**config.mk**
```make
export PLATFORM = sky130hd
export DESIGN_NAME = int_float_convert_and_negate_unit
export DESIGN_NICKNAME = d
export VERILOG_FILES = /design/src/fcvt_pkg.sv /design/src/int_float_convert_and_negate_unit.sv
export VERILOG_INCLUDE_DIRS = /design/src
export SDC_FILE = /design/constraint.sdc
export NUM_CORES = 1
export LEC_CHECK = 0
export ABC_CLOCK_PERIOD_IN_PS = 15400
export BUFFER_PORTS_ARGS = -buffer_cell sky130_fd_sc_hd__buf_2
export CORE_MARGIN = 4
export CORE_UTILIZATION = 27
export CTS_CLUSTER_SIZE = 28
export DETAILED_ROUTE_END_ITERATION = 12
export GPL_ROUTABILITY_DRIVEN = 0
export SYNTH_ARGS = -nofsm -noshare
export SYNTH_HDL_FRONTEND = slang
export SYNTH_SLANG_ARGS = --single-unit
```
**constraint.sdc**
```tcl
create_clock -name clk -period 15.4 [get_ports clk]
set_input_delay 0.77 -clock clk [delete_from_list [all_inputs] [get_ports clk]]
set_output_delay 0.77 -clock clk [all_outputs]
set_load 0.05 [all_outputs]
```
**src/fcvt_defs.svh**
```systemverilog
// Constants for the conversion and negate datapath
// Functional notes
// - Truncating float-to-int flags op, latency three
// - Flag-only ops never touch status-word flags
// - Truncating op ignores status-word rounding mode
// - Denormal source flushed to zero, flags it
// - Flag vector bits 6..0, upper bits zero
// - Guard LSB zero leaves destination unchanged
// - Conditional negate, latency two
// - Int-to-float uses status-word rounding, latency three
// - Conversion flags sticky until explicit status write
// - Flag update with writeback, ORed with others
// - False guard blocks destination and flag update
// - Int-to-float flags op, latency three
// - Bad operand for inf/NaN/range, imprecise when bits are lost
`ifndef FCVT_DEFS_SVH
`define FCVT_DEFS_SVH
// Operation codes
`define OPC_FIX_RZ_FLAGS 8'h81
`define OPC_COND_NEG 8'h4D
`define OPC_INT_TO_FLOAT 8'h14
`define OPC_INT_TO_FLOAT_FLAGS 8'h82
// Fixed latencies in cycles
`define LAT_FLOAT 3
`define LAT_MEDIA 2
// Register byte offsets
`define REG_PSW 4'h0
`define REG_IRQ_STAT 4'h4
`define REG_IRQ_MASK 4'h8
// Flag positions and layout
`define FLAG_W 7
`define FLG_IN_FLUSHED 5
`define FLG_BAD_OPERAND 4
`define PSW_RM_LSB 8
// Rounding-mode codes
`define RM_NEAREST 2'h0
`define RM_ZERO 2'h1
`define RM_POS 2'h2
`define RM_NEG 2'h3
`define PSW_RESET 32'h0000_0000
// Single-precision exponent landmarks
`define EXP_MAX 8'hFF
`define EXP_BIAS 8'h7F
`define EXP_EXACT 8'h96
`define EXP_INT_LIMIT 8'h9E
`endif

```
**src/fcvt_pkg.sv**
```systemverilog
// Types shared by the conversion and negate datapath
package fcvt_pkg;
  `include "fcvt_defs.svh"
  typedef enum logic [7:0] {
    OP_FIX_RZ_FLAGS = `OPC_FIX_RZ_FLAGS,
    OP_COND_NEG = `OPC_COND_NEG,
    OP_INT_TO_FLOAT = `OPC_INT_TO_FLOAT,
    OP_INT_TO_FLOAT_FLAGS = `OPC_INT_TO_FLOAT_FLAGS
  } op_t;
  typedef struct packed {
    logic outFlushed; // Result flushed to zero
    logic inFlushed; // Denormal source replaced by zero
    logic badOperand; // Infinity, NaN or out of range
    logic tooLarge; // Result overflowed
    logic tooSmall; // Result underflowed
    logic imprecise; // Bits lost in the conversion
    logic zeroDivisor; // Division by zero
  } flags_t;
  typedef struct packed {
    logic valid;
    op_t op;
    logic guardPresent;
    logic [31:0] guard;
    logic [31:0] src1;
    logic [31:0] src2;
  } issue_t;
  typedef struct packed {
    logic valid;
    logic [31:0] data;
  } wb_t;
  typedef struct packed {
    logic [31:0] value;
    flags_t flags;
  } conv_t;
  typedef struct packed {
    logic valid;
    logic toPsw;
    logic [31:0] data;
    flags_t flags;
  } pipe_t;
endpackage : fcvt_pkg

```
**src/int_float_convert_and_negate_unit.sv**
```systemverilog
// Float/int conversion, flag and conditional negate datapath
`timescale 1ns/100ps
module int_float_convert_and_negate_unit #(
  parameter int DEST_W = 7 // Register-file index width
) (
  input wire logic clk,
  input wire logic rst,
  input wire fcvt_pkg::issue_t issue,
  input wire logic [DEST_W-1:0] issueDest,
  input wire fcvt_pkg::flags_t otherFlags,
  input wire logic otherFlagsValid,
  output fcvt_pkg::wb_t floatWb,
  output logic [DEST_W-1:0] floatWbDest,
  output fcvt_pkg::wb_t mediaWb,
  output logic [DEST_W-1:0] mediaWbDest,
  output logic [31:0] statusWord,
  input wire logic [3:0] avsAddress,
  input wire logic avsRead,
  input wire logic avsWrite,
  input wire logic [31:0] avsWriteData,
  input wire logic [3:0] avsByteEnable,
  output logic [31:0] avsReadData,
  output logic avsWaitRequest,
  output logic irq
);
  import fcvt_pkg::*;
  `include "fcvt_defs.svh"

  // Refuse a destination index that cannot address anything
  if (DEST_W < 1) begin : g_chk
    $error("DEST_W must be at least one");
  end

  // Flags a truncating float-to-int conversion would raise
  function automatic flags_t fixFlags(input logic [31:0] f);
    logic [7:0] e;
    logic [22:0] m;
    logic [22:0] lowMask;
    flags_t r;
    e = f[30:23];
    m = f[22:0];
    r = '0;
    lowMask = '0;
    if (e == 8'h00) begin
      // Denormal is flushed to zero, which converts exactly
      r.inFlushed = (m != '0);
    end else if (e == `EXP_MAX) begin
      r.badOperand = 1'b1;
    end else if (e >= `EXP_INT_LIMIT) begin
      // Only -2^31 itself fits at the limit exponent
      r.badOperand = !(f[31] && e == `EXP_INT_LIMIT && m == '0);
    end else if (e < `EXP_BIAS) begin
      r.imprecise = 1'b1;
    end else if (e < `EXP_EXACT) begin
      // Chop toward zero; rounding mode plays no part
      lowMask = 23'h7FFFFF >> (e - `EXP_BIAS);
      r.imprecise = |(m & lowMask);
    end
    return r;
  endfunction : fixFlags

  // Signed int to single precision under a rounding mode
  function automatic conv_t toFloat(input logic [31:0] v, input logic [1:0] rm);
    logic [31:0] mag;
    logic [31:0] norm;
    logic [4:0] lead;
    logic [24:0] mant;
    logic [7:0] expo;
    logic grd;
    logic stk;
    logic inc;
    conv_t r;
    r = '0;
    mag = v[31] ? -v : v;
    lead = '0;
    for (int i = 0; i < 32; i++) begin
      if (mag[i]) begin
        lead = 5'(i);
      end
    end
    norm = mag << (5'd31 - lead);
    grd = norm[7];
    stk = |norm[6:0];
    unique case (rm)
      `RM_NEAREST: inc = grd && (stk || norm[8]);
      `RM_ZERO: inc = 1'b0;
      `RM_POS: inc = (grd || stk) && !v[31];
      `RM_NEG: inc = (grd || stk) && v[31];
    endcase
    mant = {1'b0, norm[31:8]} + {24'h000000, inc};
    expo = `EXP_BIAS + {3'h0, lead} + {7'h00, mant[24]};
    if (mag != '0) begin
      r.value = {v[31], expo, mant[24] ? mant[23:1] : mant[22:0]};
      r.flags.imprecise = grd || stk;
    end
    return r;
  endfunction : toFloat

  // Merge a bus write into a register under byte enables
  function automatic logic [31:0] byteMerge(input logic [31:0] old,
                                            input logic [31:0] wd,
                                            input logic [3:0] be);
    logic [31:0] r;
    r = old;
    for (int b = 0; b < 4; b++) begin
      if (be[b]) begin
        r[b*8 +: 8] = wd[b*8 +: 8];
      end
    end
    return r;
  endfunction : byteMerge

  logic guardOk; // Guard absent, or its LSB set
  logic floatIssue; // Float op accepted into the pipe
  logic mediaIssue; // Negate accepted into the pipe
  pipe_t fStage; // Float result computed at issue
  conv_t cvt; // Int-to-float result and flags
  pipe_t fPipe_q [`LAT_FLOAT]; // Float pipe stages
  logic [DEST_W-1:0] fDest_q [`LAT_FLOAT];
  pipe_t mPipe_q [`LAT_MEDIA]; // Media pipe stages
  logic [DEST_W-1:0] mDest_q [`LAT_MEDIA];
  logic [`FLAG_W-1:0] pswFlags_q; // Sticky exception flags
  logic [1:0] rm_q; // Rounding mode field
  logic [`FLAG_W-1:0] hwSet; // Flags raised this edge
  logic [`FLAG_W-1:0] irqStat_q; // Flag-raised events
  logic [`FLAG_W-1:0] irqMask_q; // Interrupt enables
  logic busReq; // Read or write on the bus
  logic ack_q; // Second cycle of a bus access
  logic pswWr; // Status word written this edge
  logic [31:0] pswWord; // Status word as software sees it
  logic [31:0] pswNew; // Status word after byte merge

  // Issue decode: a false guard drops the op entirely
  always_comb begin
    guardOk = !issue.guardPresent || issue.guard[0];
    floatIssue = issue.valid && guardOk &&
                 (issue.op == OP_FIX_RZ_FLAGS || issue.op == OP_INT_TO_FLOAT ||
                  issue.op == OP_INT_TO_FLOAT_FLAGS);
    mediaIssue = issue.valid && guardOk && issue.op == OP_COND_NEG;
  end

  // First float stage: compute now, carry the result along
  always_comb begin
    cvt = toFloat(issue.src1, rm_q);
    fStage = '0;
    fStage.valid = floatIssue;
    if (issue.op == OP_FIX_RZ_FLAGS) begin
      // Flag vector only, upper bits forced to zero
      fStage.data = {25'h0000000, fixFlags(issue.src1)};
    end else if (issue.op == OP_INT_TO_FLOAT_FLAGS) begin
      fStage.data = {25'h0000000, cvt.flags};
    end else begin
      // Only the real conversion feeds the status word
      fStage.data = cvt.value;
      fStage.flags = cvt.flags;
      fStage.toPsw = 1'b1;
    end
  end

  // Float pipe: fixed three-cycle latency
  always_ff @(posedge clk) begin
    if (rst) begin
      for (int s = 0; s < `LAT_FLOAT; s++) begin
        fPipe_q[s] <= '0;
        fDest_q[s] <= '0;
      end
    end else begin
      fPipe_q[0] <= fStage;
      fDest_q[0] <= issueDest;
      for (int s = 1; s < `LAT_FLOAT; s++) begin
        fPipe_q[s] <= fPipe_q[s-1];
        fDest_q[s] <= fDest_q[s-1];
      end
    end
  end

  // Media pipe: negate when the first source is nonzero
  always_ff @(posedge clk) begin
    if (rst) begin
      for (int s = 0; s < `LAT_MEDIA; s++) begin
        mPipe_q[s] <= '0;
        mDest_q[s] <= '0;
      end
    end else begin
      mPipe_q[0] <= '0;
      mPipe_q[0].valid <= mediaIssue;
      mPipe_q[0].data <= (issue.src1 != '0) ? -issue.src2 : issue.src2;
      mDest_q[0] <= issueDest;
      for (int s = 1; s < `LAT_MEDIA; s++) begin
        mPipe_q[s] <= mPipe_q[s-1];
        mDest_q[s] <= mDest_q[s-1];
      end
    end
  end

  // Writeback ports come straight from the last stages
  always_comb begin
    floatWb.valid = fPipe_q[`LAT_FLOAT-1].valid;
    floatWb.data = fPipe_q[`LAT_FLOAT-1].data;
    floatWbDest = fDest_q[`LAT_FLOAT-1];
    mediaWb.valid = mPipe_q[`LAT_MEDIA-1].valid;
    mediaWb.data = mPipe_q[`LAT_MEDIA-1].data;
    mediaWbDest = mDest_q[`LAT_MEDIA-1];
  end

  // Flags landing at the edge that loads the writeback stage
  always_comb begin
    hwSet = '0;
    if (fPipe_q[`LAT_FLOAT-2].valid && fPipe_q[`LAT_FLOAT-2].toPsw) begin
      hwSet = hwSet | fPipe_q[`LAT_FLOAT-2].flags;
    end
    if (otherFlagsValid) begin
      hwSet = hwSet | otherFlags;
    end
  end

  // Bus: one wait cycle, then the access completes
  always_comb begin
    busReq = avsRead || avsWrite;
    avsWaitRequest = busReq && !ack_q;
    pswWr = avsWrite && ack_q && avsAddress == `REG_PSW;
    pswWord = '0;
    pswWord[`FLAG_W-1:0] = pswFlags_q;
    pswWord[`PSW_RM_LSB +: 2] = rm_q;
    pswNew = byteMerge(pswWord, avsWriteData, avsByteEnable);
    statusWord = pswWord;
    irq = |(irqStat_q & irqMask_q);
  end

  // Bus handshake state
  always_ff @(posedge clk) begin
    if (rst) begin
      ack_q <= 1'b0;
    end else begin
      ack_q <= busReq && !ack_q;
    end
  end

  // Read data captured in the wait cycle; unmapped reads zero
  always_ff @(posedge clk) begin
    if (rst) begin
      avsReadData <= '0;
    end else if (avsRead && !ack_q) begin
      unique case (avsAddress)
        `REG_PSW: avsReadData <= pswWord;
        `REG_IRQ_STAT: avsReadData <= {25'h0000000, irqStat_q};
        `REG_IRQ_MASK: avsReadData <= {25'h0000000, irqMask_q};
        default: avsReadData <= '0;
      endcase
    end
  end

  // Status word: sticky flags; a raised flag beats a clear
  always_ff @(posedge clk) begin
    if (rst) begin
      pswFlags_q <= `FLAG_W'(`PSW_RESET);
      rm_q <= 2'h0;
    end else begin
      if (pswWr) begin
        pswFlags_q <= pswNew[`FLAG_W-1:0] | hwSet;
        rm_q <= pswNew[`PSW_RM_LSB +: 2];
      end else begin
        pswFlags_q <= pswFlags_q | hwSet;
      end
    end
  end

  // Interrupt status is write-one-to-clear; set wins
  always_ff @(posedge clk) begin
    if (rst) begin
      irqStat_q <= '0;
    end else if (avsWrite && ack_q && avsAddress == `REG_IRQ_STAT) begin
      irqStat_q <= (irqStat_q & ~avsWriteData[`FLAG_W-1:0]) | hwSet;
    end else begin
      irqStat_q <= irqStat_q | hwSet;
    end
  end

  // Interrupt mask register
  always_ff @(posedge clk) begin
    if (rst) begin
      irqMask_q <= '0;
    end else if (avsWrite && ack_q && avsAddress == `REG_IRQ_MASK && avsByteEnable[0]) begin
      irqMask_q <= avsWriteData[`FLAG_W-1:0];
    end
  end

  // Truncating flag op answers three cycles on, upper bits zero
  property p_fixLatency;
    @(posedge clk) disable iff (rst)
    floatIssue && issue.op == OP_FIX_RZ_FLAGS |->
      ##3 floatWb.valid && floatWb.data[31:`FLAG_W] == '0;
  endproperty
  a_fixLatency: assert property (p_fixLatency) else $error("fix flags latency");

  // Denormal source gives only the input-flushed flag
  property p_fixDenorm;
    @(posedge clk) disable iff (rst)
    floatIssue && issue.op == OP_FIX_RZ_FLAGS && issue.src1[30:23] == 8'h00 &&
      issue.src1[22:0] != '0 |-> ##3 floatWb.data == (32'h0000_0001 << `FLG_IN_FLUSHED);
  endproperty
  a_fixDenorm: assert property (p_fixDenorm) else $error("denormal not flushed");

  // Infinity or NaN reports a bad operand
  property p_fixInf;
    @(posedge clk) disable iff (rst)
    floatIssue && issue.op == OP_FIX_RZ_FLAGS && issue.src1[30:23] == `EXP_MAX |->
      ##3 floatWb.data[`FLG_BAD_OPERAND];
  endproperty
  a_fixInf: assert property (p_fixInf) else $error("inf or NaN not bad");

  // Negate result two cycles after issue
  property p_negate;
    @(posedge clk) disable iff (rst)
    mediaIssue |-> ##2 mediaWb.valid && mediaWb.data ==
      (($past(issue.src1, 2) != '0) ? -$past(issue.src2, 2) : $past(issue.src2, 2));
  endproperty
  a_negate: assert property (p_negate) else $error("negate wrong");

  // A false guard produces no writeback at either latency
  property p_guardOff;
    @(posedge clk) disable iff (rst)
    issue.valid && issue.guardPresent && !issue.guard[0] |->
      ##2 !mediaWb.valid ##1 !floatWb.valid;
  endproperty
  a_guardOff: assert property (p_guardOff) else $error("guarded op wrote");

  // Zero converts to zero with no flags
  property p_intZero;
    @(posedge clk) disable iff (rst)
    floatIssue && issue.op == OP_INT_TO_FLOAT && issue.src1 == '0 |->
      ##3 floatWb.valid && floatWb.data == '0;
  endproperty
  a_intZero: assert property (p_intZero) else $error("zero convert wrong");

  // Flag-only ops leave the status flags alone
  property p_flagOnlyKeep;
    @(posedge clk) disable iff (rst)
    fPipe_q[1].valid && !fPipe_q[1].toPsw && !otherFlagsValid && !pswWr |=>
      $stable(pswFlags_q);
  endproperty
  a_flagOnlyKeep: assert property (p_flagOnlyKeep) else $error("flag op hit status");

  // Only an explicit status write may drop a flag
  property p_sticky;
    @(posedge clk) disable iff (rst)
    !pswWr |=> (pswFlags_q & $past(pswFlags_q)) == $past(pswFlags_q);
  endproperty
  a_sticky: assert property (p_sticky) else $error("flag cleared by compute");

  // Conversion flags visible with its writeback
  property p_sameCycle;
    @(posedge clk) disable iff (rst)
    fPipe_q[2].valid && fPipe_q[2].toPsw |->
      (pswFlags_q & fPipe_q[2].flags) == fPipe_q[2].flags;
  endproperty
  a_sameCycle: assert property (p_sameCycle) else $error("flags late");

  // Other units' flags are ORed in
  property p_orMerge;
    @(posedge clk) disable iff (rst)
    otherFlagsValid |=> (pswFlags_q & $past(otherFlags)) == $past(otherFlags);
  endproperty
  a_orMerge: assert property (p_orMerge) else $error("other flags lost");
endmodule : int_float_convert_and_negate_unit

```
==> flow_summary.json <==
{
  "grtUsageMet3_pct": 2.26,
  "hold_path_class": "flop to flop",
  "ios": 311,
  "fmax_ghz": 0.108,
  "synth_top_area_cell": "dfxtp_1",
  "cap_violations": 0,
  "stdcell_area_sq_um": 15700,
  "grt_overflow": 0,
  "grt_pass1_wl_mm": 69.6,
  "dpl_cell_area_sq_um": 14900,
  "synth_top_area_share_pct": 31.4,
  "grtUsageMet2_pct": 23.6,
  "worstSetupPathType": "primary input to flop",
  "area_growth_pct": 10.4,
  "synth_area_leaders": "dfxtp_1, buf_4, nor2b_1",
  "track_usage_pct": 14.7,
  "dieArea_sq_um": 56400,
  "fin_crit_sh_pct": 60.4,
  "post_cts_resized": 0,
  "synth_warnings": 0,
  "grt_max_degree": 104,
  "synth_seq_area_share_pct": 31.4,
  "finalSetupViolCount": 0,
  "grt_pass1_vias": 12400,
  "syn-cell-area_sq_um": 14200,
  "fin_worst_skew_ns": 0.0120,
  "numCtsBuffers": 24,
  "path_clk_slew_ns": 0.06,
  "drtIter0Drc": 1600,
  "htreeDepth": 1,
  "hold_viol": 0,
  "slowest_stage": "or4_1",
  "hold_buffers": 0,
  "clk_path_buf_depth": 3,
  "wirelength_mm": 44.7,
  "synth_ff_type": "dfxtp_1",
  "dp_cells": 2438,
  "worst_pin_slew_ns": 1.20,
  "tns_ns": 0,
  "power_leakage_nw": 6.10,
  "cts_setup_buffers": 0,
  "nets": 1958,
  "async_flop_share_pct": 0,
  "synth_area_per_cell_sq_um": 8.16,
  "insertion_delay_ns": 0.50,
  "dp_hpwl_mm": 34.2,
  "start_kind": "primary input",
  "ant_nets": 0,
  "reg2reg_setup_slack_ns": 11.51,
  "peakVddDrop_mv": 0.0693,
  "vias_per_cell": 5.40,
  "wire_per_inst_um": 18.0,
  "via_count": 13400,
  "drcViolationCount": 0,
  "finalNonFillerCells": 2482,
  "port_buffers": 208,
  "antenna_found_initial": 2,
  "start_util_pct": 27.5,
  "cts_tree": "done",
  "end_kind": "flop",
  "netlist_instances": 1742,
  "grt_util_met1_pct": 20.9,
  "grt.busiest_layer": "met2",
  "cts_root_buf": "clkbuf_16",
  "critPathMaxStageDelay_ns": 0.99,
  "cp.arrival_ns": 9.71,
  "slew_viol_final": 0,
  "ys_ff_latch": 223,
  "status": "complete, no violations",
  "critPathMaxFanout": 27,
  "cpMostUsedCell": "ha_1",
  "synth-edff-count": 0,
  "drt_first_pass_iters": 6,
  "fin_crit_ns": 9.30,
  "rsz0062_at_grt": "false",
  "fp.dieW_um": 237,
  "cp.required_ns": 15.81,
  "relSlewSlack_pct": 19.0,
  "core_area_sq_um": 51700,
  "rows": 83,
  "fp.dieH_um": 237,
  "powerDensity_nw_per_um2": 106,
  "cts_sinks": 223,
  "drive_gt1_share_pct": 18.5,
  "yosysUniqueCellTypes": 106
}
## report_power, final
part	leakage, nW	total [mW]	switching [mW]	internal, mW
logic	3.85	0.451	0.310	0.140
registers	1.84	0.625	0.00982	0.615
clock network	0.411	0.594	0.223	0.371
total	6.10	1.67	0.543	1.13
## path summary, 6_finish.rpt
| check | end | from | cells past startpoint |
|---|---|---|---|
| setup / recovery | fPipe_q[0][34] | issue[32] | 29 |
| hold / removal | mPipe_q[0][63] | mPipe_q[0][22] | 1 |
| setup reg to reg | fPipe_q[0][34] | rm_q[0] | 16 |
| hold reg to reg | mPipe_q[0][63] | mPipe_q[0][22] | 1 |
## worst max-delay path: cells and delay by family
kind,cells,cell delay (ns)
AO/OA/AOI/OAI,11,3.18
AND/OR/NAND/NOR,8,3.51
buffers and inverters,4,0.73
adder cells (fa/ha/maj),5,1.26
XOR/XNOR,1,0.24
## cells in the mapped netlist (29+ instances only)
| library cell | n |
|---|---|
| inv_1 | 30 |
| nor4_1 | 29 |
| nor3_1 | 41 |
| a21oi_1 | 97 |
| dfxtp_1 | 223 |
| buf_4 | 135 |
| nand3_1 | 56 |
| xnor2_1 | 49 |
| nor2_1 | 131 |
| o211ai_1 | 30 |
| o21ai_0 | 85 |
| nor2b_1 | 128 |
| clkbuf_1 | 75 |
| nand2_1 | 97 |
| xor2_1 | 42 |
## placed cells by master, fill, tap and decap left out, types with 7 or more instances in the layout
| cell | netlist | final |
|---|---|---|
| nand3_1 | 56 | 56 |
| a221oi_1 | 11 | 11 |
| buf_4 | 135 | 12 |
| nor2_1 | 131 | 131 |
| a31oi_1 | 15 | 15 |
| o2111ai_1 | 7 | 7 |
| nor3_1 | 41 | 40 |
| dfxtp_1 | 223 | 223 |
| and2_1 | 10 | 10 |
| o22ai_1 | 18 | 18 |
| o221ai_1 | 13 | 13 |
| a21oi_1 | 97 | 97 |
| o32ai_1 | 7 | 7 |
| o31ai_1 | 21 | 21 |
| or3_1 | 26 | 26 |
| or4_1 | 14 | 14 |
| a211oi_1 | 11 | 11 |
| xnor2_1 | 49 | 49 |
| o21ai_1 | 12 | 12 |
| nand2b_1 | 13 | 13 |
| xor2_1 | 42 | 42 |
| a32oi_1 | 8 | 8 |
| nor2b_1 | 128 | 128 |
| clkbuf_16 | 0 | 25 |
| conb_1 | 1 | 46 |
| inv_1 | 30 | 30 |
| ha_1 | 9 | 9 |
| nor4_1 | 29 | 29 |
| buf_2 | 27 | 207 |
| nand2_1 | 97 | 97 |
| mux2i_1 | 27 | 26 |
| o211ai_1 | 30 | 30 |
| o21ai_0 | 85 | 85 |
| or2_2 | 7 | 7 |
| o21ai_2 | 9 | 9 |
| a22oi_1 | 27 | 27 |
| nand4_1 | 24 | 24 |
## kinds of logic (layout without fill, tap and decap cells)
| group | count (synthesis) | after routing | share of synthesized area, % |
|---|---|---|---|
| xor gates and xnor gates | 93 | 93 | 5.84 |
| AOI/OAI and AO/OA | 485 | 485 | 24.6 |
| DFF | 223 | 223 | 31.4 |
| adders and majority gates | 9 | 9 | 0.792 |
| muxes | 30 | 30 | 2.22 |
| and+or+nand+nor | 621 | 621 | 23.5 |
| buffers and inverters | 280 | 294 | 11.6 |
| other | 1 | 47 | 0.0264 |
## through the flow
stage	hold WS [ns]	worst slack, ns	power (mW)	utilization, %
after detailed placement	0.420	5.86	1.08	28.7
after global routing	0.445	5.72	1.75	30.4
after CTS	0.434	6.35	1.68	30.3
final	0.433	6.10	1.67	30.4
after global placement	0.417	5.99	1.07	28.7
after floorplan	0.414	8.16	0.984	-
## flip-flops by register name, summed over array words and instances (netlist names)
| name | count |
|---|---|
| rm_q | 2 |
| irqMask_q | 7 |
| avsReadData | 9 |
| mPipe_q | 66 |
| fDest_q | 21 |
| pswFlags_q | 7 |
| fPipe_q | 103 |
| irqStat_q | 7 |
| ack_q | 1 |
## layer usage
metal  up-vias  wire length [um]
met5         -                17
met4         2              1030
met3        95              3950
met2       747             19900
met1      6273             19700
li1       6274                 -
## area by class of cell
type | instances | area (sq um)
fill | 5553 | 36000
multi-input combinational | 1284 | 8290
sequential | 223 | 4460
timing repair buffer | 220 | 1140
tap | 680 | 851
clock buffer | 31 | 658
clock inverter | 12 | 175
inverter | 31 | 116
antenna | 1 | 2.50
No activity file was read; power rests on OpenSTA's default activity.
